$ cat src/core/push_pull_pkg.sv
// package for the push-pull full-bridge output stage
package push_pull_pkg;
	// number of bridge pins driven in this mode
	localparam int bridge_pins = 4;
	// reset value of the period parity: first period after enable is odd
	localparam logic parity_odd = 1'b1;
	// reset value of a phase output
	localparam logic phase_idle = 1'b0;
	// reset value of the phase output vector
	localparam logic [3:0] phase_idle_vec = 4'h0;

	// timebase events seen by the output stage
	typedef struct packed {
		logic period; // start of a new period
		logic rise; // rising edge event
		logic fall; // falling edge event
	} pwm_events_t;

	// the four internal phase outputs
	typedef struct packed {
		logic three;
		logic two;
		logic one;
		logic zero;
	} phase_outs_t;

	// the four bridge pins
	typedef struct packed {
		logic d;
		logic c;
		logic b;
		logic a;
	} bridge_pins_t;

	// dead-band and steering settings, ignored in this mode
	typedef struct packed {
		logic deadband_en;
		logic [3:0] steer_mask;
	} shaping_cfg_t;

	// stage state
	typedef enum logic [0:0] {
		st_idle,
		st_run
	} stage_state_t;
endpackage

$ cat src/core/bridge_pin_map.sv
// fixed mapping of phase outputs onto the four bridge pins
`timescale 1ns/1ns
`default_nettype none
module bridge_pin_map (
	input wire logic clk,
	input wire logic arst_n,
	input wire push_pull_pkg::phase_outs_t phase,
	output push_pull_pkg::bridge_pins_t pins
);
	import push_pull_pkg::*;

	bridge_pins_t next_pins; // next pin levels
	bridge_pins_t pins_q; // registered pin levels

	// fixed routing: a and c from pair zero/two, b and d from one/three
	always_comb begin
		next_pins.a = phase.zero;
		next_pins.c = phase.two;
		next_pins.b = phase.one;
		next_pins.d = phase.three;
	end

	// register the pins so the pairs switch on the same edge
	always_ff @(posedge clk or negedge arst_n) begin
		if (!arst_n) begin
			pins_q <= '0;
		end else begin
			pins_q <= next_pins;
		end
	end

	assign pins = pins_q;
endmodule
`default_nettype wire

$ cat src/core/push_pull_full_bridge_pwm.sv
// push-pull output stage with four full-bridge outputs
`timescale 1ns/1ns
`default_nettype none
// Notes on behaviour
// - alternate active pair every pwm period
// - odd period rise: set outputs zero, two
// - odd period fall: clear outputs zero, two
// - even period rise: set outputs one, three
// - even period fall: clear outputs one, three
// - dead-band and steering have no effect
// - waveform only on bridge pins a-d
// - a equals c, b equals d
// - pin assignment fixed, six-pin compatible
module push_pull_full_bridge_pwm (
	input wire logic clk,
	input wire logic arst_n,
	input wire logic enable,
	input wire push_pull_pkg::pwm_events_t events,
	input wire push_pull_pkg::shaping_cfg_t shaping,
	output push_pull_pkg::phase_outs_t phase,
	output push_pull_pkg::bridge_pins_t pins,
	output logic odd_period
);
	import push_pull_pkg::*;

	stage_state_t state; // idle or running
	stage_state_t next_state; // next state
	logic parity; // high while in an odd period
	logic next_parity; // next parity
	logic started; // a period event has been seen since enable
	logic next_started; // next started flag
	phase_outs_t outs; // phase output registers
	phase_outs_t next_outs; // next phase outputs
	logic shaping_unused; // shaping settings, deliberately not used

	// dead-band and steering settings are never looked at here
	assign shaping_unused = ^shaping;

	// next-state logic for parity, state and phase outputs
	always_comb begin
		next_state = state;
		next_parity = parity;
		next_started = started;
		next_outs = outs;
		unique case (state)
			st_idle: begin
				// outputs parked inactive, first period will be odd
				next_outs = phase_idle_vec;
				next_parity = parity_odd;
				next_started = 1'b0;
				if (enable) begin
					next_state = st_run;
				end
			end
			st_run: begin
				if (!enable) begin
					// leaving the mode parks all outputs
					next_state = st_idle;
					next_outs = phase_idle_vec;
					next_parity = parity_odd;
					next_started = 1'b0;
				end else begin
					// a period event starts the next period
					if (events.period) begin
						if (started) begin
							next_parity = ~parity;
						end
						next_started = 1'b1;
						// the old pair is finished at period end
						next_outs = phase_idle_vec;
					end
					// rising event: activate the pair of this period
					if (events.rise) begin
						if (next_parity) begin
							next_outs.zero = 1'b1;
							next_outs.two = 1'b1;
						end else begin
							next_outs.one = 1'b1;
							next_outs.three = 1'b1;
						end
					end
					// falling event: release the pair, wins over rise
					if (events.fall) begin
						if (next_parity) begin
							next_outs.zero = phase_idle;
							next_outs.two = phase_idle;
						end else begin
							next_outs.one = phase_idle;
							next_outs.three = phase_idle;
						end
					end
				end
			end
		endcase
	end

	// register the stage state
	always_ff @(posedge clk or negedge arst_n) begin
		if (!arst_n) begin
			state <= st_idle;
			parity <= parity_odd;
			started <= 1'b0;
			outs <= phase_idle_vec;
		end else begin
			state <= next_state;
			parity <= next_parity;
			started <= next_started;
			outs <= next_outs;
		end
	end

	// pins follow the phase outputs through the fixed map
	bridge_pin_map u_map (
		.clk(clk),
		.arst_n(arst_n),
		.phase(outs),
		.pins(pins)
	);

	assign phase = outs;
	assign odd_period = parity;
endmodule
`default_nettype wire

$ cat config.mk
export PLATFORM = sky130hd
export DESIGN_NAME = push_pull_full_bridge_pwm
export DESIGN_NICKNAME = d
export VERILOG_FILES = /design/src/core/push_pull_pkg.sv /design/src/core/bridge_pin_map.sv /design/src/core/push_pull_full_bridge_pwm.sv
export SDC_FILE = /design/constraint.sdc
export NUM_CORES = 1
export LEC_CHECK = 0
export BUFFER_PORTS_ARGS = -buffer_cell sky130_fd_sc_hd__buf_4
export CAP_MARGIN = 20
export CORE_AREA = 5 5 42 44
export CTS_CLUSTER_SIZE = 12
export DETAILED_ROUTE_END_ITERATION = 12
export DIE_AREA = 0 0 47 49
export SYNTH_ARGS = -nofsm -noshare
export SYNTH_HDL_FRONTEND = slang
export SYNTH_SLANG_ARGS = --single-unit
export TNS_END_PERCENT = 30
$ cat constraint.sdc
create_clock -name clk -period 1 [get_ports clk]
set_input_delay 0.2 -clock clk [delete_from_list [all_inputs] [get_ports clk]]
set_output_delay 0.2 -clock clk [all_outputs]
set_load 0.02 [all_outputs]
## Yosys cells after proc, flatten, opt, wreduce, memory -nomap -nowiden

Cells that the tools add are included.

- Output and inout bits: 9
- Input port bits: 11
- Flip-flop bits (word level): 11
- Logic and storage cells: 37

- Bitwise operators: 2
- Equal/unequal tests: 1
- Multiplexer cells: 23

Operators by type and width:

| operator | number |
|---|---|
| $mux W1 | 16 |
| $mux W4 | 4 |
| $pmux W4 S2 | 1 |
| $pmux W1 S2 | 2 |
| $ne A3 B3 Y1 const B | 1 |
| $not A1 Y1 | 2 |

## Logic depth before layout (Yosys ltp)

Gate-level depths: netlist (run 1).

- Depth after elaboration: 11
- Gate-level depth with buffers: 3
- Mapped depth without buffers: 3

## Cells and area by module

A second synthesis (run 1) with hierarchy kept.

- Cells, all modules: 30
- Area total of the unflattened synthesis: 431.7 µm²

By module, submodules not included:

| module | instances | area each (µm²) | cells each |
|---|---|---|---|
| push_pull_full_bridge_pwm | 1 | 331.6 | 26 |
| bridge_pin_map | 1 | 100.1 | 4 |

## Worst setup path before layout (run 1)

No wires, ideal clock.

- Path kind: register to register
- Start point: register parity, in the netlist odd_period
- End point: register outs, in the netlist phase[0]
- Clock period less this slack: 1.184 ns
- Stages on the path, launching flop included: 4
- Required time: 0.896 ns
- Slack: -0.184 ns
- Data arrival time: 1.081 ns
- Library setup time: 0.104 ns
- Path buffers: 0
- Path through: dfstp_2 > and2_1 > mux2i_1 > a221oi_1

RTL lines:

| item | line | source |
|---|---|---|
| from (decl) | push_pull_full_bridge_pwm.sv:28 | `logic parity;` |
| from (signal assigned) | push_pull_full_bridge_pwm.sv:101 | `parity <= parity_odd;` |
| from (signal assigned) | push_pull_full_bridge_pwm.sv:106 | `parity <= next_parity;` |
| to (signal assigned) | push_pull_full_bridge_pwm.sv:103 | `outs <= phase_idle_vec;` |
| to (signal assigned) | push_pull_full_bridge_pwm.sv:108 | `outs <= next_outs;` |
| to (decl) | push_pull_full_bridge_pwm.sv:32 | `phase_outs_t outs;` |

## Worst setup path in the final report (run 1)

- Start point: register parity, in the netlist odd_period
- End point: output port odd_period

RTL lines:

| item | line | source |
|---|---|---|
| to (decl) | push_pull_full_bridge_pwm.sv:22 | `output logic odd_period` |

No word-level cell between the ends.

==> results.yml, run 1 <==
run_status:
  status: "finished with violations"
  violations: "setup timing"
critical_path:
  r2r_cells: 3
  worst-endpoint-required_ns: 0.80
  criticalPathCategory: "reg2out"
  critPathBufInv: 1
  cp.arrival_ns: 0.97
  worst-path-max-fanout: 3
  end_kind: "output pin"
  crit_family: "flip-flops"
  cp_slowest_stage_delay_ns: 0.58
  startpoint_type: "flop"
  cpMaxStageDelayCell: "dfstp_2"
  crit_cells: 1
  cp_cell_sequence: "buf_6"
pwr:
  seqPwrFrac: 0.531
  p_per_area_nw_per_um2: 1230
  p_sw_uw: 207
  swShare: 0.236
  vdd_drop_max_mv: 0.698
  combPwrFrac: 0.133
  clkPwrFrac: 0.336
  p_leak_nw: 0.316
  p_int_uw: 670
logic_synthesis:
  ys_ff_latch: 11
  netlist_instances: 30
  syn_avg_cell_area_um2: 14.4
  seq_area_frac_synth: 0.641
  yosysWarnings: 0
  yosysTopAreaCell: "dfrtp_1"
  synth.net_count: 41
  synthTopCellsByArea: "dfrtp_1, a221oi_1, nand2b_2, dfstp_2, mux2i_1"
  syn-cell-area_um2: 432
  synth_top_area_frac: 0.580
  synth_cell_types: 13
worst_hold_path:
  hold_class: "in2reg"
  hold_depth: 1
detailed_routing:
  drtPass1Iterations: 3
  ant_nets: 0
  num_vias: 317
  wire_per_inst_um: 13.3
  drt_first_iter_violations: 8
  remaining_drc_errors: 0
  routed_wl_um: 879
  avgViaCountPerCell: 4.80
floorplan:
  die_x_um: 47
  die-area_um2: 2300
  ioPinCount: 20
  num_rows: 14
  start_util: 0.308
  coreArea_um2: 1400
  die_y_um: 49
sta:
  timing.slew.headroom: 0.842
  rsz0062_at_grt: "true"
  skew_ns: 0.000545
  min_period_ns: 1.17
  fmax_mhz: 852
  fin_crit_sh: 1.17
  tightestPinTransition_ns: 0.237
  fin_tns_setup_ns: -0.958
  fin_hold_ws_ns: 0.0572
  setup_viol: 10
  slew_violations: 0
  worst_slack_ns: -0.174
  hold_viol: 0
place:
  port-buffer-count: 14
  globalplace.congestion: 0.727
  placed_cell_area_um2: 557
  dp.final_hpwl_um: 600
layout:
  insertedDiodeCount: 0
  final_common_cell: "dfrtp_1"
  final_cell_mix: "dfrtp_1, buf_4, buf_6"
  fillers: 130
  fin_area_um2: 714
  area_growth_syn_to_layout_pct: 65.5
  nets: 62
  utilization: 0.510
  drive_above_1_share: 0.680
global_route:
  overflow: 0
  grt_pass1_wl_mm: 1.26
  antenna_found_initial: 0
  grt_pass1_vias: 297
  grt_max_degree: 12
  track_usage: 0.0769
clock_network:
  insertion_delay_ns: 0.26
  cts_buffers: 3
  clk_pin_slew_worst_paths_ns: 0.06
  cts_tree: "yes"
  clock_path_buffers: 2
  cts_root_buffer: "clkbuf_4"
  htreeDepth: 1
  clock_sinks: 11
flow_run:
  cap_violations: 0
==> layout make-up <==
| type | instances | area [µm²] | area share |
|---|---|---|---|
| clock buffer | 4 | 26.3 | 0.0368 |
| multi-input combinational | 19 | 234 | 0.327 |
| sequential | 11 | 277 | 0.387 |
| tap | 16 | 20.0 | 0.0280 |
| timing repair buffer | 16 | 158 | 0.221 |
==> per-layer routing <==
layer	share of wire	GRT usage
met1	0.36	0.0841
met2	0.55	0.120
met3	0.076	0.0332
met4	0.011	0.0415
met5	0	0
==> metrics by stage <==
stage | setup slack (ns) | cells | total power [mW]
floorplan | -0.184 | 30 | 0.508
global placement | -0.190 | 60 | 0.554
detailed placement | -0.226 | 60 | 0.555
CTS | -0.185 | 66 | 0.875
global route | -0.231 | 66 | 0.916
finish | -0.174 | 66 | 0.876
==> sequential cells by signal, summed over array words and instances, names as in the netlist <==
| register | cells |
|---|---|
| phase | 4 |
| u_map.pins | 4 |
| odd_period | 1 |
| started | 1 |
| state | 1 |
==> path summary, 6_finish.rpt <==
| path | start | endpoint | slack [ns] |
|---|---|---|---|
| setup / recovery | odd_period | odd_period | -0.17 |
| hold / removal | enable | state | 0.06 |
| setup reg to reg | odd_period | phase[1] | -0.17 |
| hold reg to reg | state | odd_period | 0.42 |
| max in group asynchronous | arst_n | odd_period | 0.48 |
| min in group asynchronous | arst_n | u_map.pins[1] | 0.30 |
==> repair_timing <==
item | CTS | global route
endpoints found under the setup margin | 9 | 11
resized for setup | 10 | 9
setup buffers | 1 | 0
pin swaps | 3 | 4
endpoints found under the hold margin | 11 | 0
hold buffers | 1 | 0
==> cell families after synthesis <==
logic type	share of synthesized area
multiplexers	0.0464
flip-flops	0.641
AO/OA/AOI/OAI	0.0812
XOR/XNOR	0.0580
AND/OR/NAND/NOR	0.174
==> power by group through the flow <==
stage | clock [mW] | sequential, mW | combinational [mW]
CTS | 0.312 | 0.465 | 0.0975
floorplan | 0 | 0.482 | 0.0261
finish | 0.295 | 0.465 | 0.116
global route | 0.325 | 0.467 | 0.125
global placement | 0 | 0.473 | 0.0806
detailed placement | 0 | 0.474 | 0.0812
==> synthesized netlist by cell type <==
| library cell | number |
|---|---|
| xnor2_1 | 1 |
| and2_1 | 1 |
| nand2b_2 | 4 |
| nor2_1 | 2 |
| nor2b_1 | 1 |
| mux2i_1 | 2 |
| dfrtp_1 | 10 |
| nand2_1 | 1 |
| a221oi_1 | 4 |
| xor2_2 | 1 |
| nand3_1 | 1 |
| nand2_4 | 1 |
| dfstp_2 | 1 |
No activity file was read; power rests on OpenSTA's default activity.
==> run 2: changes to the inputs <==
- clock period: 1 -> 1.2 ns (I/O delays scaled with it)
==> run 2 against run 1 <==
Compared with the run above:
- the run still ends with setup timing left
- global-route usage rose by 0.63 points
- count of clock-buffer cells in the layout did not move
- setup slack improved by 0.17 ns
- highest routed layer unchanged
==> results.yml, run 2 (synthesis results as in run 1) <==
run_status:
  status: "finished with violations"
  violations: "setup timing"
sta:
  rsz0062_at_grt: "true"
  worst_slack_ns: -0.00867
  min_period_ns: 1.21
  timing.slew.headroom: 0.834
  skew_ns: 0.00479
  slew_violations: 0
  setup_viol: 1
  tightestPinTransition_ns: 0.242
  hold_viol: 0
  fin_crit_sh: 1.01
  fmax_mhz: 827
layout:
  final_common_cell: "buf_4"
  fillers: 145
  area_growth_syn_to_layout_pct: 43.2
  register_area_um2: 277
  insertedDiodeCount: 0
  drive_above_1_share: 0.529
  fin_area_um2: 618
  fin_cells: 67
  multi_input_area_um2: 161
  nets: 63
  final_cell_mix: "buf_4, dfrtp_1, nand2b_2"
global_route:
  grt_pass1_wl_mm: 1.30
  grt_max_degree: 12
  antenna_found_initial: 0
  track_usage: 0.0832
  grt_pass1_vias: 304
  overflow: 0
flow_run:
  cap_violations: 0
floorplan:
  die_x_um: 47
  die-area_um2: 2300
  coreArea_um2: 1400
  start_util: 0.308
  ioPinCount: 20
  num_rows: 14
  die_y_um: 49
pwr:
  p_per_area_nw_per_um2: 1160
  combPwrFrac: 0.101
  vdd_drop_max_mv: 0.645
  p_leak_nw: 0.303
  swShare: 0.239
  p_int_uw: 545
  clkPwrFrac: 0.358
  p_sw_uw: 171
  seqPwrFrac: 0.540
place:
  port-buffer-count: 14
  globalplace.congestion: 0.747
  numPlacedInstances: 60
  dp.final_hpwl_um: 609
  placed_cell_area_um2: 557
detailed_routing:
  ant_nets: 0
  routed_wl_um: 786
  drt_first_iter_violations: 1
  remaining_drc_errors: 0
  avgViaCountPerCell: 4.48
  drtPass1Iterations: 2
  num_vias: 300
  wire_per_inst_um: 11.7
critical_path:
  crit_end: "odd_period"
  crit_cells: 1
  worst-path-max-fanout: 5
  startpoint_type: "flop"
  cpMaxStageDelayCell: "dfstp_2"
  cp_cell_sequence: "buf_6"
  criticalPathCategory: "reg2out"
  critPathBufInv: 1
  r2r_setup_slack_ns: 0.01
  rr_endpoint: "phase[2]"
  worst-endpoint-required_ns: 0.96
  cp.arrival_ns: 0.97
  r2r_start: "odd_period"
  r2r_cells: 3
  crit_family: "flip-flops"
  cp_slowest_stage_delay_ns: 0.57
  worstSetupStartpoint: "odd_period"
  end_kind: "output pin"
clock_network:
  htreeDepth: 1
  insertion_delay_ns: 0.27
  clock_sinks: 11
  clk_pin_slew_worst_paths_ns: 0.07
  cts_tree: "yes"
  cts_root_buffer: "clkbuf_4"
  cts_buffers: 3
  clock_path_buffers: 2
worst_hold_path:
  hold_class: "in2reg"
run 2: cell types whose count changed in the layout (fill, tap and decap cells not counted), sizes merged:
cell,change
buf,+1
run 2: repair_timing:
item	4_1_cts	5_1_grt
gates cloned	0	0
hold buffers	1	0
gates resized for setup	2	0
setup endpoints to repair	5	5
pin swaps	0	0
buffers inserted	2	0
hold endpoints to repair	11	0
run 2: how the worst min path moves through the flow:
stage | to | from | cells past startpoint
2_1_floorplan | phase[0] | arst_n | 0
3_3_place_gp | u_map.pins[3] | arst_n | 1
3_5_place_dp | u_map.pins[1] | arst_n | 1
4_1_cts | state | enable | 1
5_1_grt | state | enable | 1
6_report | state | enable | 1
run 2: power groups by stage:
stage | clock network [mW] | logic, mW | registers (mW)
2_1_floorplan | 0 | 0.0217 | 0.402
3_3_place_gp | 0 | 0.0672 | 0.394
3_5_place_dp | 0 | 0.0678 | 0.395
4_1_cts | 0.262 | 0.0740 | 0.387
5_1_grt | 0.292 | 0.0801 | 0.388
6_report | 0.257 | 0.0723 | 0.387
run 2: layer usage:
layer  up-vias  global-route usage  share of wire
met5         -                   0              0
met4         0              0.0829          0.029
met3         4              0.0221          0.080
met2        12               0.113           0.48
met1       138              0.0975           0.41
li1        146                   -              -
run 2: metrics by stage:
step	worst slack, ns	TNS [ns]	power, mW	util	hold WS [ns]
6_report	-0.00867	-0.00867	0.716	0.441	0.0892
2_1_floorplan	0.0157	0	0.424	-	-0.0556
3_3_place_gp	0.0102	0	0.461	0.397	0.0799
5_1_grt	-0.0623	-0.272	0.760	0.441	0.0699
3_5_place_dp	-0.0270	-0.0478	0.462	0.397	0.0805
4_1_cts	-0.0224	-0.0244	0.723	0.441	0.0840
run 2: final cells by class:
class / instances / area share
sequential: 11 / 0.447
tap: 16 / 0.0324
multi-input combinational: 19 / 0.261
timing repair buffer: 17 / 0.217
clock buffer: 4 / 0.0425
